### config.mk
export PLATFORM = sky130hd
export DESIGN_NAME = modbus_serial_port_slave
export DESIGN_NICKNAME = d
export VERILOG_FILES = /design/src/modbus_serial_pkg.sv /design/src/modbus_serial_port_slave.sv /design/src/modbus_fifo.sv
export SDC_FILE = /design/constraint.sdc
export NUM_CORES = 1
export LEC_CHECK = 0
export BUFFER_PORTS_ARGS = -buffer_cell sky130_fd_sc_hd__buf_2
export CAP_MARGIN = 5
export CORE_MARGIN = 2
export CORE_UTILIZATION = 58
export CTS_CLUSTER_DIAMETER = 30
export DETAILED_ROUTE_END_ITERATION = 16
export PLACE_DENSITY = 0.89
export SLEW_MARGIN = 20
export SYNTH_ARGS = -nofsm -noshare
export SYNTH_HDL_FRONTEND = slang
export SYNTH_SLANG_ARGS = --single-unit
export TNS_END_PERCENT = 20
### constraint.sdc
create_clock -name clock -period 10.4 [get_ports clock]
set_input_delay 1.56 -clock clock [delete_from_list [all_inputs] [get_ports clock]]
set_output_delay 1.56 -clock clock [all_outputs]
set_load 0.05 [all_outputs]
### src/modbus_serial_pkg.sv
// shared constants and carriers for the modbus serial slave port
package modbus_serial_pkg;
  // ************************************************************
  // clock and timing
  // ************************************************************
  localparam int unsigned CLOCK_HZ = 20000000;
  localparam int unsigned MS_PER_SEC = 1000;
  localparam int unsigned CYCLES_PER_MS = CLOCK_HZ / MS_PER_SEC;
  localparam int unsigned HS_STEP_MS = 100;
  localparam int unsigned IFD_DEFAULT_MS = 2;
  localparam int unsigned IFD_MIN_MS = 2;
  localparam int unsigned IFD_MAX_MS = 10000;
  localparam int unsigned HS_MAX_STEPS = 100;
  // end-of-frame silence in half character times: 3.5 chars = 7 halves
  localparam int unsigned EOF_HALF_CHARS = 7;
  localparam int unsigned OVERSAMPLE = 16;
  // ************************************************************
  // config encodings
  // ************************************************************
  typedef enum logic [2:0] {
    BAUD_300 = 3'h0, BAUD_600 = 3'h1, BAUD_1200 = 3'h2, BAUD_2400 = 3'h3,
    BAUD_4800 = 3'h4, BAUD_9600 = 3'h5, BAUD_19200 = 3'h6
  } baud_e;
  typedef enum logic [1:0] {PAR_EVEN = 2'h0, PAR_ODD = 2'h1, PAR_NONE = 2'h2} parity_e;
  localparam logic [7:0] ADDR_DEFAULT = 8'h01;
  localparam logic [7:0] ADDR_MAX = 8'hF7;
  localparam logic [7:0] ADDR_P2P = 8'hF8;
  localparam logic [6:0] CHR_COLON = 7'h3A;
  localparam logic [6:0] CHR_CR = 7'h0D;
  localparam logic [6:0] CHR_LF = 7'h0A;
  localparam logic [15:0] CRC_PRESET = 16'hFFFF;
  localparam logic [15:0] CRC_POLY = 16'hA001;
  localparam int unsigned FIFO_DEPTH = 32;
  localparam int unsigned RTS_LOW_WATER = 24;

  typedef struct packed {
    logic rs485Sel;
    logic handshakeSel;
    logic [6:0] hsDelaySteps;
    logic [2:0] baud;
    logic ifdDefault;
    logic [13:0] ifdMs;
    logic asciiSel;
    logic twoStop;
    logic [1:0] parity;
    logic [7:0] slaveAddr;
  } config_s;

  typedef struct packed {
    logic frameOk;
    logic frameErr;
    logic reqDiscarded;
    logic rtsOut;
    logic txBusy;
  } status_s;

  // bit period in clock cycles, per selected rate
  function automatic logic [16:0] bitCycles(input logic [2:0] b);
    unique case (b)
      3'h0: bitCycles = 17'(CLOCK_HZ / 300);
      3'h1: bitCycles = 17'(CLOCK_HZ / 600);
      3'h2: bitCycles = 17'(CLOCK_HZ / 1200);
      3'h3: bitCycles = 17'(CLOCK_HZ / 2400);
      3'h4: bitCycles = 17'(CLOCK_HZ / 4800);
      3'h6: bitCycles = 17'(CLOCK_HZ / 19200);
      default: bitCycles = 17'(CLOCK_HZ / 9600);
    endcase
  endfunction
endpackage

### src/modbus_serial_port_slave.sv
// modbus slave serial port: uart, rtu/ascii framing, rts/cts handshake
`timescale 1ns/10ps
module modbus_serial_port_slave
  import modbus_serial_pkg::*;
#(
  parameter bit FIXED_RS485 = 1'b0,
  parameter int unsigned CYC_PER_MS = CYCLES_PER_MS
) (
  input wire logic clock,
  input wire logic rst_b,
  input wire config_s cfg,
  input wire logic rxd,
  output logic txd,
  output logic txEnable,
  input wire logic cts,
  output logic rts,
  input wire logic txValid,
  output logic txReady,
  input wire logic [7:0] txData,
  input wire logic txLast,
  output logic rxValid,
  input wire logic rxReady,
  output logic [7:0] rxData,
  output status_s status
);
  // ************************************************************
  // mode decode
  // ************************************************************
  logic isRs485, hsOn, flowCtl, modemCtl, ascii;
  logic [3:0] dataBits;
  logic [16:0] bitLen;
  assign isRs485 = FIXED_RS485 | cfg.rs485Sel;
  assign hsOn = !isRs485 && cfg.handshakeSel;
  assign flowCtl = hsOn && (cfg.hsDelaySteps == 7'h00);
  assign modemCtl = hsOn && (cfg.hsDelaySteps != 7'h00);
  assign ascii = cfg.asciiSel;
  assign dataBits = ascii ? 4'h7 : 4'h8;
  assign bitLen = bitCycles(cfg.baud);

  // ************************************************************
  // receive fifo
  // ************************************************************
  logic fifoInValid, fifoInReady;
  logic [7:0] fifoInData;
  logic [5:0] fifoLevel;
  modbus_fifo #(.WIDTH(8), .DEPTH(FIFO_DEPTH)) rxFifo (
    .clock(clock), .rst_b(rst_b),
    .inValid(fifoInValid), .inReady(fifoInReady), .inData(fifoInData),
    .outValid(rxValid), .outReady(rxReady), .outData(rxData), .level(fifoLevel)
  );

  // ************************************************************
  // state
  // ************************************************************
  typedef enum logic [1:0] {TX_IDLE = 2'h0, TX_WAIT = 2'h1, TX_SHIFT = 2'h2, TX_TAIL = 2'h3} tx_e;
  typedef struct packed {
    logic [1:0] rxSync;
    logic rxActive;
    logic [16:0] rxCnt;
    logic [3:0] rxBit;
    logic [9:0] rxShift;
    logic [31:0] idleCnt;
    logic inFrame;
    logic frameBad;
    logic [15:0] crc;
    logic [7:0] lrc;
    logic [3:0] hexHi;
    logic nibOdd;
    logic sawCr;
    logic addrMatch;
    logic [7:0] byteIdx;
    logic frameOk;
    logic frameErr;
    tx_e txState;
    logic [16:0] txCnt;
    logic [3:0] txBit;
    logic [11:0] txShift;
    logic [31:0] hsCnt;
    logic [15:0] txCrc;
    logic [1:0] tailIdx;
    logic rtsOut;
    logic discarded;
    logic txLine;
  } state_s;
  state_s r, next_r;

  logic rxDone, parityOk;
  logic [7:0] rxByte;
  logic [31:0] eofCycles, ifdCycles, hsLimit;
  logic [31:0] frameIdle;
  logic [11:0] txFrame;
  logic [7:0] txByteSel;
  logic ctsOk;

  function automatic logic [15:0] crcStep(input logic [15:0] c, input logic [7:0] d);
    logic [15:0] v;
    v = c ^ {8'h00, d};
    for (int i = 0; i < 8; i++) begin
      v = v[0] ? ((v >> 1) ^ CRC_POLY) : (v >> 1);
    end
    return v;
  endfunction

  function automatic logic [3:0] hexVal(input logic [6:0] ch);
    return (ch >= 7'h41) ? 4'(ch - 7'h37) : 4'(ch - 7'h30);
  endfunction

  // serial frame: start, data, parity, stop(s), lsb first
  function automatic logic [11:0] buildFrame(input logic [7:0] d, input logic a, input logic [1:0] p);
    logic [7:0] m;
    logic par;
    m = a ? {1'b0, d[6:0]} : d;
    par = ^m ^ (p == PAR_ODD);
    if (p == PAR_NONE) begin
      buildFrame = a ? {4'hF, m[6:0], 1'b0} : {3'h7, m, 1'b0};
    end else begin
      buildFrame = a ? {3'h7, par, m[6:0], 1'b0} : {2'h3, par, m, 1'b0};
    end
  endfunction

  always_comb begin
    logic [3:0] frameBits;
    frameBits = 4'(1 + dataBits + ((cfg.parity != PAR_NONE) ? 1 : 0) + (cfg.twoStop ? 2 : 1));
    // 3.5 chars: bit length * bits per char * 7 / 2
    eofCycles = (32'(bitLen) * 32'(frameBits) * EOF_HALF_CHARS) >> 1;
    ifdCycles = cfg.ifdDefault ? 32'(bitLen) * 32'(frameBits) * 32'(IFD_DEFAULT_MS)
                               : 32'(cfg.ifdMs) * 32'(CYC_PER_MS);
    frameIdle = eofCycles + ifdCycles;
    hsLimit = 32'(cfg.hsDelaySteps) * 32'(HS_STEP_MS) * 32'(CYC_PER_MS);
    rxByte = ascii ? {1'b0, r.rxShift[6:0]} : r.rxShift[7:0];
    parityOk = (cfg.parity == PAR_NONE) ||
               ((^(r.rxShift[8:0] & (ascii ? 9'h0FF : 9'h1FF))) == (cfg.parity == PAR_ODD));
    rxDone = 1'b0;
    ctsOk = !hsOn || cts;
    txByteSel = txData;
    txFrame = buildFrame(txByteSel, ascii, cfg.parity);
    fifoInValid = 1'b0;
    fifoInData = rxByte;
    next_r = r;
    next_r.frameOk = 1'b0;
    next_r.frameErr = 1'b0;
    next_r.discarded = 1'b0;
    next_r.rxSync = {r.rxSync[0], rxd};

    // receiver
    if (!r.rxActive) begin
      if (!r.rxSync[1]) begin
        next_r.rxActive = 1'b1;
        next_r.rxCnt = bitLen >> 1;
        next_r.rxBit = 4'h0;
      end
    end else if (r.rxCnt != 17'h0) begin
      next_r.rxCnt = r.rxCnt - 17'h1;
    end else begin
      next_r.rxCnt = bitLen - 17'h1;
      next_r.rxBit = r.rxBit + 4'h1;
      if (r.rxBit == dataBits + ((cfg.parity != PAR_NONE) ? 4'h2 : 4'h1)) begin
        // end mid-stop: a low parity or data bit must not look like a start
        next_r.rxActive = 1'b0;
        rxDone = 1'b1;
      end else if (r.rxBit != 4'h0) begin
        next_r.rxShift = {r.rxSync[1], r.rxShift[9:1]};
      end
    end
    if (rxDone) begin
      // align captured bits down to bit 0
      next_r.rxShift = r.rxShift >> (4'hA - dataBits - ((cfg.parity != PAR_NONE) ? 4'h1 : 4'h0));
    end
    next_r.idleCnt = (r.rxActive || !r.rxSync[1]) ? 32'h0 : ((r.idleCnt == 32'hFFFFFFFF) ? r.idleCnt : r.idleCnt + 32'h1);

    // framing, registered byte one cycle after rxDone
    if (r.byteIdx[7] == 1'b0 && r.rxActive == 1'b0 && r.rxCnt == 17'h0 && r.rxBit != 4'h0 && 1'b0) begin
      next_r.byteIdx = r.byteIdx;
    end
    if (r.rxBit == 4'hF) begin
      next_r.rxBit = 4'h0;
    end
    if (!r.rxActive && r.rxBit != 4'h0) begin
      next_r.rxBit = 4'h0;
      if (!parityOk) begin
        next_r.frameBad = 1'b1;
      end
      if (!ascii) begin
        if (!r.inFrame) begin
          next_r.inFrame = 1'b1;
          next_r.frameBad = !parityOk;
          next_r.crc = crcStep(CRC_PRESET, rxByte);
          next_r.addrMatch = (rxByte == cfg.slaveAddr) || (rxByte == 8'h00) || (cfg.slaveAddr == ADDR_P2P);
          next_r.byteIdx = 8'h1;
        end else begin
          next_r.crc = crcStep(r.crc, rxByte);
        end
        fifoInValid = r.addrMatch || !r.inFrame;
      end else if (rxByte[6:0] == CHR_COLON) begin
        next_r.inFrame = 1'b1;
        next_r.frameBad = !parityOk;
        next_r.lrc = 8'h00;
        next_r.nibOdd = 1'b0;
        next_r.sawCr = 1'b0;
        fifoInValid = 1'b1;
      end else if (r.inFrame) begin
        fifoInValid = 1'b1;
        if (rxByte[6:0] == CHR_CR) begin
          next_r.sawCr = 1'b1;
        end else if (r.sawCr && rxByte[6:0] == CHR_LF) begin
          next_r.inFrame = 1'b0;
          // lrc byte summed in makes the total zero
          if (r.frameBad || r.lrc != 8'h00 || r.nibOdd) begin
            next_r.frameErr = 1'b1;
          end else begin
            next_r.frameOk = 1'b1;
          end
        end else begin
          next_r.sawCr = 1'b0;
          next_r.nibOdd = !r.nibOdd;
          if (r.nibOdd) begin
            next_r.lrc = r.lrc + {r.hexHi, hexVal(rxByte[6:0])};
          end else begin
            next_r.hexHi = hexVal(rxByte[6:0]);
          end
        end
      end
    end
    // rtu end of frame on silence; residue zero means crc matched
    if (!ascii && r.inFrame && r.idleCnt >= frameIdle) begin
      next_r.inFrame = 1'b0;
      if (r.frameBad || r.crc != 16'h0000) begin
        next_r.frameErr = 1'b1;
      end else if (r.addrMatch) begin
        next_r.frameOk = 1'b1;
      end
    end

    // flow control rts from fifo headroom
    if (flowCtl) begin
      next_r.rtsOut = (fifoLevel < 6'(RTS_LOW_WATER));
    end else if (!modemCtl) begin
      next_r.rtsOut = 1'b0;
    end

    // transmitter
    txReady = 1'b0;
    unique case (r.txState)
      TX_IDLE: begin
        next_r.txLine = 1'b1;
        if (txValid) begin
          if (modemCtl) begin
            next_r.rtsOut = 1'b1;
            next_r.hsCnt = 32'h0;
            next_r.txState = TX_WAIT;
          end else if (ctsOk) begin
            txReady = 1'b1;
            next_r.txShift = txFrame;
            next_r.txCnt = bitLen - 17'h1;
            next_r.txBit = 4'h0;
            next_r.txCrc = crcStep(r.txCrc, txData);
            next_r.tailIdx = txLast ? 2'h1 : 2'h0;
            next_r.txState = TX_SHIFT;
          end
        end
      end
      TX_WAIT: begin
        next_r.hsCnt = r.hsCnt + 32'h1;
        if (cts) begin
          next_r.txState = TX_IDLE;
          next_r.hsCnt = 32'h0;
          txReady = 1'b1;
          next_r.txShift = txFrame;
          next_r.txCnt = bitLen - 17'h1;
          next_r.txBit = 4'h0;
          next_r.txCrc = crcStep(r.txCrc, txData);
          next_r.tailIdx = txLast ? 2'h1 : 2'h0;
          next_r.txState = TX_SHIFT;
        end else if (r.hsCnt >= hsLimit) begin
          txReady = 1'b1;
          next_r.discarded = 1'b1;
          next_r.rtsOut = 1'b0;
          next_r.txState = TX_IDLE;
        end
      end
      TX_SHIFT, TX_TAIL: begin
        next_r.txLine = r.txShift[0];
        if (r.txCnt != 17'h0) begin
          next_r.txCnt = r.txCnt - 17'h1;
        end else begin
          next_r.txCnt = bitLen - 17'h1;
          next_r.txShift = {1'b1, r.txShift[11:1]};
          next_r.txBit = r.txBit + 4'h1;
          if (r.txBit == frameBits - 4'h1) begin
            next_r.txBit = 4'h0;
            if (r.tailIdx == 2'h0) begin
              next_r.txState = TX_IDLE;
            end else begin
              // rtu appends crc low then high; ascii appends cr lf
              unique case (r.tailIdx)
                2'h1: txByteSel = ascii ? {1'b0, CHR_CR} : r.txCrc[7:0];
                default: txByteSel = ascii ? {1'b0, CHR_LF} : r.txCrc[15:8];
              endcase
              next_r.txShift = buildFrame(txByteSel, ascii, cfg.parity);
              next_r.tailIdx = (r.tailIdx == 2'h2 || r.txState == TX_SHIFT && 1'b0) ? 2'h0 : r.tailIdx + 2'h1;
              if (r.tailIdx == 2'h2) begin
                next_r.txCrc = CRC_PRESET;
                next_r.tailIdx = 2'h3;
              end
              next_r.txState = TX_TAIL;
            end
            if (r.tailIdx == 2'h3) begin
              next_r.tailIdx = 2'h0;
              next_r.txState = TX_IDLE;
              if (modemCtl) begin
                next_r.rtsOut = 1'b0;
              end
            end
          end
        end
      end
      default: next_r.txState = TX_IDLE;
    endcase
  end

  always_ff @(posedge clock) begin
    if (!rst_b) begin
      r <= '0;
      r.rxSync <= 2'h3;
      r.crc <= CRC_PRESET;
      r.txCrc <= CRC_PRESET;
      r.txLine <= 1'b1;
      r.txState <= TX_IDLE;
    end else begin
      r <= next_r;
    end
  end

  assign txd = r.txLine;
  assign txEnable = (r.txState == TX_SHIFT) || (r.txState == TX_TAIL);
  assign rts = hsOn && r.rtsOut;
  assign status = '{frameOk: r.frameOk, frameErr: r.frameErr, reqDiscarded: r.discarded,
                    rtsOut: rts, txBusy: r.txState != TX_IDLE};

  // ************************************************************
  // checks
  // ************************************************************
  a_rs485_no_rts: assert property (@(posedge clock) disable iff (!rst_b) isRs485 |-> !rts)
    else $error("rts driven with rs485");
  a_flow_hold: assert property (@(posedge clock) disable iff (!rst_b)
    (flowCtl && fifoLevel >= 6'(RTS_LOW_WATER)) |=> !r.rtsOut)
    else $error("rts not dropped near full");
  a_cts_gate: assert property (@(posedge clock) disable iff (!rst_b)
    (r.txState == TX_IDLE && hsOn && !cts) |-> !txReady)
    else $error("sent without cts");
  a_modem_rts: assert property (@(posedge clock) disable iff (!rst_b)
    (r.txState == TX_WAIT) |-> r.rtsOut)
    else $error("waiting without rts");
  a_discard_drop: assert property (@(posedge clock) disable iff (!rst_b)
    r.discarded |-> (r.txState == TX_IDLE && !r.rtsOut))
    else $error("discard left rts high");
  a_err_ok_excl: assert property (@(posedge clock) disable iff (!rst_b) !(r.frameOk && r.frameErr))
    else $error("ok and error together");
  a_line_idle: assert property (@(posedge clock) disable iff (!rst_b)
    (r.txState == TX_IDLE && $past(r.txState) == TX_IDLE) |-> txd)
    else $error("line not idle high");
  a_hs_off_mode: assert property (@(posedge clock) disable iff (!rst_b)
    !hsOn |-> (r.txState != TX_WAIT))
    else $error("wait state outside handshake mode");
  c_frame_ok: cover property (@(posedge clock) disable iff (!rst_b) r.frameOk);
  c_frame_err: cover property (@(posedge clock) disable iff (!rst_b) r.frameErr);
  c_discard: cover property (@(posedge clock) disable iff (!rst_b) r.discarded);
endmodule // modbus_serial_port_slave

### src/modbus_fifo.sv
// parameterised valid/ready fifo in flip-flops
`timescale 1ns/10ps
module modbus_fifo #(
  parameter int WIDTH = 8,
  parameter int DEPTH = 32
) (
  input wire logic clock,
  input wire logic rst_b,
  input wire logic inValid,
  output logic inReady,
  input wire logic [WIDTH-1:0] inData,
  output logic outValid,
  input wire logic outReady,
  output logic [WIDTH-1:0] outData,
  output logic [$clog2(DEPTH):0] level
);
  localparam int AW = $clog2(DEPTH);
  logic [WIDTH-1:0] mem [DEPTH];
  logic [AW-1:0] wrPtr, rdPtr;
  logic [AW:0] count;
  logic push, pop;
  assign inReady = (count != (AW+1)'(DEPTH));
  assign outValid = (count != '0);
  assign push = inValid && inReady;
  assign pop = outValid && outReady;
  assign outData = mem[rdPtr];
  assign level = count;
  always_ff @(posedge clock) begin
    if (push) begin
      mem[wrPtr] <= inData;
    end
    if (!rst_b) begin
      wrPtr <= '0;
      rdPtr <= '0;
      count <= '0;
    end else begin
      if (push) begin
        wrPtr <= (wrPtr == AW'(DEPTH - 1)) ? '0 : wrPtr + 1'b1;
      end
      if (pop) begin
        rdPtr <= (rdPtr == AW'(DEPTH - 1)) ? '0 : rdPtr + 1'b1;
      end
      count <= count + (AW+1)'(push) - (AW+1)'(pop);
    end
  end
endmodule // modbus_fifo

Word-level counts from Yosys, hierarchy flattened
Memory sizes are Yosys's and may differ from the RTL's. A register that Yosys moved wholly into a read port is not among the register bits.
Cells that the tools add are included.
{ "totals": {"register_bits": 205, "mem_bits_rw": 256, "output_inout_bits": 18, "elab_cells": 357, "memories": 1} }
{ "memory_table": {"columns": ["name", "words", "word_bits", "rd", "rd_ports_with_merged_regs", "wr", "line", "text"], "rows": [
  ["rxFifo.mem", 32, 8, 1, 1, 1, "modbus_fifo.sv:18", "logic [WIDTH-1:0] mem [DEPTH];"]
]} }
{ "op_classes": {"n_addsub": 23, "multipliers": 5, "order_cmp": 4, "n_eq_ne": 46, "n_shift": 1, "mux": 141, "bitwise_logic": 38, "reduce_logical": 69} }
{ "op_table": {"columns": ["op", "n"], "rows": [
  ["$mux W16", 27],
  ["$pmux W35 S3", 1],
  ["$pmux W17 S6", 1],
  ["$mux W8", 12],
  ["$mux W86", 1],
  ["$mux W83", 1],
  ["$mux W10", 8],
  ["$mux W18", 4],
  ["$not A2 Y3", 24],
  ["$add A32 B1 Y32 const B", 2],
  ["$pmux W32 S2", 1],
  ["$pmux W19 S3", 1],
  ["$sub A17 B1 Y17 const B", 3],
  ["$mux W22", 2],
  ["$mux W14", 3],
  ["$mux W2", 20],
  ["$mux W19", 2],
  ["$mux W1", 36],
  ["$mux W35", 1],
  ["$mux W17", 2],
  ["$reduce_bool A17 Y1", 2],
  ["$mux W33", 1],
  ["$eq A32 B32 Y1 const B", 1],
  ["$ge A32 B29 Y1", 1],
  ["other kinds (77)", 170]
]} }

Depth between registers and ports, before layout
{ "depth": {"depth_word": 21, "ltp_mapped": 50, "mapped_depth_nobuf": 49} }

Modules after synthesis
A second synthesis with hierarchy kept.
{ "unflattened": {"hier_cells": 3359, "area_unflattened_um2": 32879.0} }
{ "modules_own_cells": {"columns": ["mod", "n_inst", "cells_each", "area_per_inst_um2", "seq_area_each_um2"], "rows": [
  ["modbus_serial_port_slave", 1, 2737, 21765.9, 3783.6],
  ["modbus_fifo", 1, 622, 11113.2, 8107.8]
]} }

Least setup slack after synthesis
Ideal clock, no wire load.
{ "synth_timing": {"kind": "input port to output port", "startpoint": "input cfg[32] in the netlist's numbering", "endpoint": "output txReady", "t_arrival_ns": 9.413, "required_time_ns": 8.840, "setup_slack_ns": -0.573, "cell_stages": 37, "path_buffers": 0, "cell_sequence": "inv_1 ha_1 ha_1 inv_1 fa_1 inv_1 ha_1 a21oi_1 o21bai_1 a21oi_1 o21bai_1 a21oi_1 xor2_1 inv_1 fa_1 inv_1 ha_1 inv_1 fa_1 inv_1 ha_1 ha_1 ha_1 and2_1 and3_1 a211o_1 a31o_2 a21oi_1 xor2_1 ha_1 and3_1 nand3_1 nor4_1 a31oi_1 o21ai_0 nand2_1 a21oi_1"} }
{ "synth_via": {"elab_chain_len": 6} }
{ "synth_rtl": {"columns": ["element", "line", "text"], "rows": [
  ["start, declared", "modbus_serial_port_slave.sv:11", "input wire config_s cfg,"],
  ["$mul A7 B5 Y12", "modbus_serial_port_slave.sv:129", "hsLimit = 32'(cfg.hsDelaySteps) * 32'(HS_STEP_MS) * 32'(CYC_PER_MS);"],
  ["$mul A12 B10 Y22", "modbus_serial_port_slave.sv:129", null],
  ["$ge A32 B29 Y1", "modbus_serial_port_slave.sv:274", "end else if (r.hsCnt >= hsLimit) begin"],
  ["$mux W1", "modbus_serial_port_slave.sv:274", null],
  ["$mux W1", "modbus_serial_port_slave.sv:264", "if (cts) begin"],
  ["$pmux W1 S2 *", "modbus_serial_port_slave.sv:243", "unique case (r.txState)"],
  ["end, declared", "modbus_serial_port_slave.sv:18", "output logic txReady,"]
]} }
Mark *: on every way between the ends. The rest lies on a longest branch, timed or not.

Final worst setup path
{ "layout_timing": {"startpoint": "input cfg[33] in the netlist's numbering", "endpoint": "output txReady"} }
Same word-level chain as after synthesis.

==> impl_results.md <==
* Initial antenna violation count at 1
* Total GRT Usage at 29.7%
* Worst setup SP type: input port
* CTS sink cnt at 466
* Routed Antenna Nets at 0
* Final Critical Period at 10790 ps
* Slew Limit Headroom at 21.1%
* CP max FO at 4
* Synthesized cell area at 32800 um^2
* Tcrit/Tclk final at 104%
* Slowest stage delay, CP at 570 ps
* Psw at 0.00662 W
* Routability Congestion at 0.904
* Violated checks: negative setup slack
* Clock power frac at 15.6%
* Comb power frac at 71.2%
* PwrDens at 396 nW/um^2
* Worst-Skew Late Latency at 620 ps
* Max-Cap Viols at 0
* DIE WIDTH at 242 um
* Vias in the first global route at 27200
* Switching Fraction at 42.7%
* Via count at 27400
* DRC violations left at 0
* Post-Synthesis Net Count at 3755
* CTS tree: yes
* Area contributors post-synth: edfxtp_1 (23%), ha_1 (13%), dfxtp_1 (13%)
* Drt total wl at 92.1 mm
* Worst hold-check path type: reg2reg
* Synth Area in Simple Gates at 12.9%
* Worst vdd ir at 732 uV
* Worst-Margin Slew at 1180 ps
* # diodes at 0
* Outcome: complete, but fails checks
* Full die area at 58400 um^2
* # IOs at 72
* Input/output buffers at 71
* Wire length per cell at 21.0 um
* Starting Density at 58.4%
* Largest net degree at the start of global routing at 74
* P_leak at 16.5 nW
* Ys async rst share at 0%
* Bufs on Longest Clock Path at 3
* Setup slack after layout at -389 ps
* Flop pwr share at 13.2%
* Critical Path Slowest Stage Cell: fa_2
* Setup crit end kind: output port
* Top cell type's share of synthesized area at 23.4%
* Clk_skew at 61.1 ps
* Post-DP HPWL at 57.4 mm
* Yosys cell types at 86
* Commonest non-fill, non-tap cell in the layout: ha_1
* CTS root buffer: clkbuf_16
* Unrepaired setup endpoints after global routing: true
* Vias per inst at 6.25
* Total power at 0.0155 W
* Final hold vios at 0
* Share of cells above drive strength 1 at 20.4%
* P_int at 0.00889 W
* Congestion Overflow GR at 0
* Initial DRC count at 2742
* First-pass iteration count of the detailed router at 6
* Final net count at 4063
* Chip Height at 242 um
* Placed Cells at 4229
* Most frequent cells in the layout: ha_1 (314), inv_1 (307), nor2_1 (303)
* Post-synthesis mux area share at 6.50%
* Area delta synth->final at 19.5%
* Hold_buf cts at 0
* Main synth FF type: edfxtp_1
* Leading area contributor after synthesis: edfxtp_1
* Clk pin slew, worst setup/hold paths at 40 ps
* Mapped Avg Cell Area at 10.1 um^2
* Synth Area in XOR/XNOR at 7.35%
* Largest family of logic cells by synthesized area: adder cells
* Mapped Cells at 3261
* TritonCTS Buffers at 69
* Synth Register Bits at 466
* Core area at 56200 um^2
* Setup violators final at 4
* # rows at 87
* Global-route wire length before repair at 142 mm
* Setup Crit Path Kind: in2out
* Yosys warnings at 0
* Number of flops mapped to enable cells by yosys at 256
* Synth Area in Compound Gates at 12.7%
* Post-Synth Adder-Cell Area at 19.1%
* Layout fillers at 3553
* Htree depth at 3
* Post-synthesis sequential area ratio at 36.3%
* FMAX at 92.7 MHz
* Final core occ at 69.7%
* Worst EP required at 8840 ps
* Crit path DAT at 9230 ps
* Fin cells at 4379
* Final slew viol count at 0
-- kinds of logic (layout without fill, tap and decap cells) --
| logic type | Yosys count | in the layout |
|---|---|---|
| xor gates and xnor gates | 275 | 275 |
| adders and majority gates | 440 | 440 |
| and+or+nand+nor | 880 | 880 |
| AOI/OAI and AO/OA | 645 | 645 |
| buffers and inverters | 444 | 806 |
| muxes | 111 | 111 |
| DFF | 466 | 466 |
-- stage by stage --
stage	TNS (ps)	hold WS (ps)	setup WS (ps)	area, um^2
after floorplan	-42.8	386	-30.7	32900
after global placement	-1850	407	-507	35700
after detailed placement	-3260	422	-947	35700
after CTS	0	434	6.46	38500
after global routing	-1900	433	-555	39200
final	-651	425	-389	39200
-- metal layers --
layer / vias to the layer above / GRT usage (%) / part of all wire, %
met2: 1610 / 51.2 / 49
met1: 13100 / 37.0 / 38
met3: 405 / 4.96 / 8.3
met5: - / 0 / 0.016
li1: 12200 / - / -
met4: 2 / 12.4 / 5.0
-- registers in the layout, indices dropped and copies added, names as in the netlist, named ones only --
name,flops
status,3
r,184
txd,1
rxFifo.mem,256
rxFifo.rdPtr,5
rxFifo.level,6
next_r,1
rxFifo.wrPtr,5
-- critical path, delay by kind of cell --
family          cells  cell delay (ps)
buf+inv            13             1270
fa+ha+maj          11             4020
simple gates        3              650
compound gates      7             1460
xor+xnor            2              230
-- synth_stat cells (60+ instances only) --
| master | n |
|---|---|
| xnor2_1 | 153 |
| a21oi_1 | 182 |
| nand2_1 | 194 |
| mux4_2 | 80 |
| ha_1 | 341 |
| clkbuf_1 | 93 |
| dfxtp_1 | 210 |
| edfxtp_1 | 256 |
| fa_1 | 99 |
| nor2_1 | 307 |
| inv_1 | 317 |
| o21ai_0 | 123 |
| xor2_1 | 122 |
| nand3_1 | 60 |
-- cell type report --
cell class                      instances  area, um^2  area share, %
Tap cell                              756         946           2.41
Sequential cell                       466       11900           30.4
Timing Repair Buffer                  361        2610           6.66
Clock inverter                         41         574           1.47
Inverter                              320        1220           3.10
Multi-Input combinational cell       2351       20100           51.3
Clock buffer                           84        1850           4.73
-- timing repair --
| action | CTS | global route |
|---|---|---|
| pin swaps | 51 | 74 |
| resized for setup | 70 | 89 |
| setup buffers | 9 | 17 |
| setup endpoints to repair | 4 | 4 |
-- worst paths after layout --
check              startpoint      end  slack [ps]  cells after the start
setup / recovery      cfg[33]  txReady        -390                     36
setup reg to reg        r[69]    r[63]        6210                      9
hold reg to reg   next_r[196]   r[196]         430                      1
hold / removal    next_r[196]   r[196]         430                      1
-- power groups by stage --
stage,Sequential [W],Combinational [W],Clock [W]
6_report,0.00205,0.0110,0.00243
5_1_grt,0.00205,0.0119,0.00251
3_3_place_gp,0.00208,0.00874,0
2_1_floorplan,0.00205,0.00604,0
4_1_cts,0.00204,0.00987,0.00243
3_5_place_dp,0.00208,0.00912,0
(Power assumes the default switching activity.)
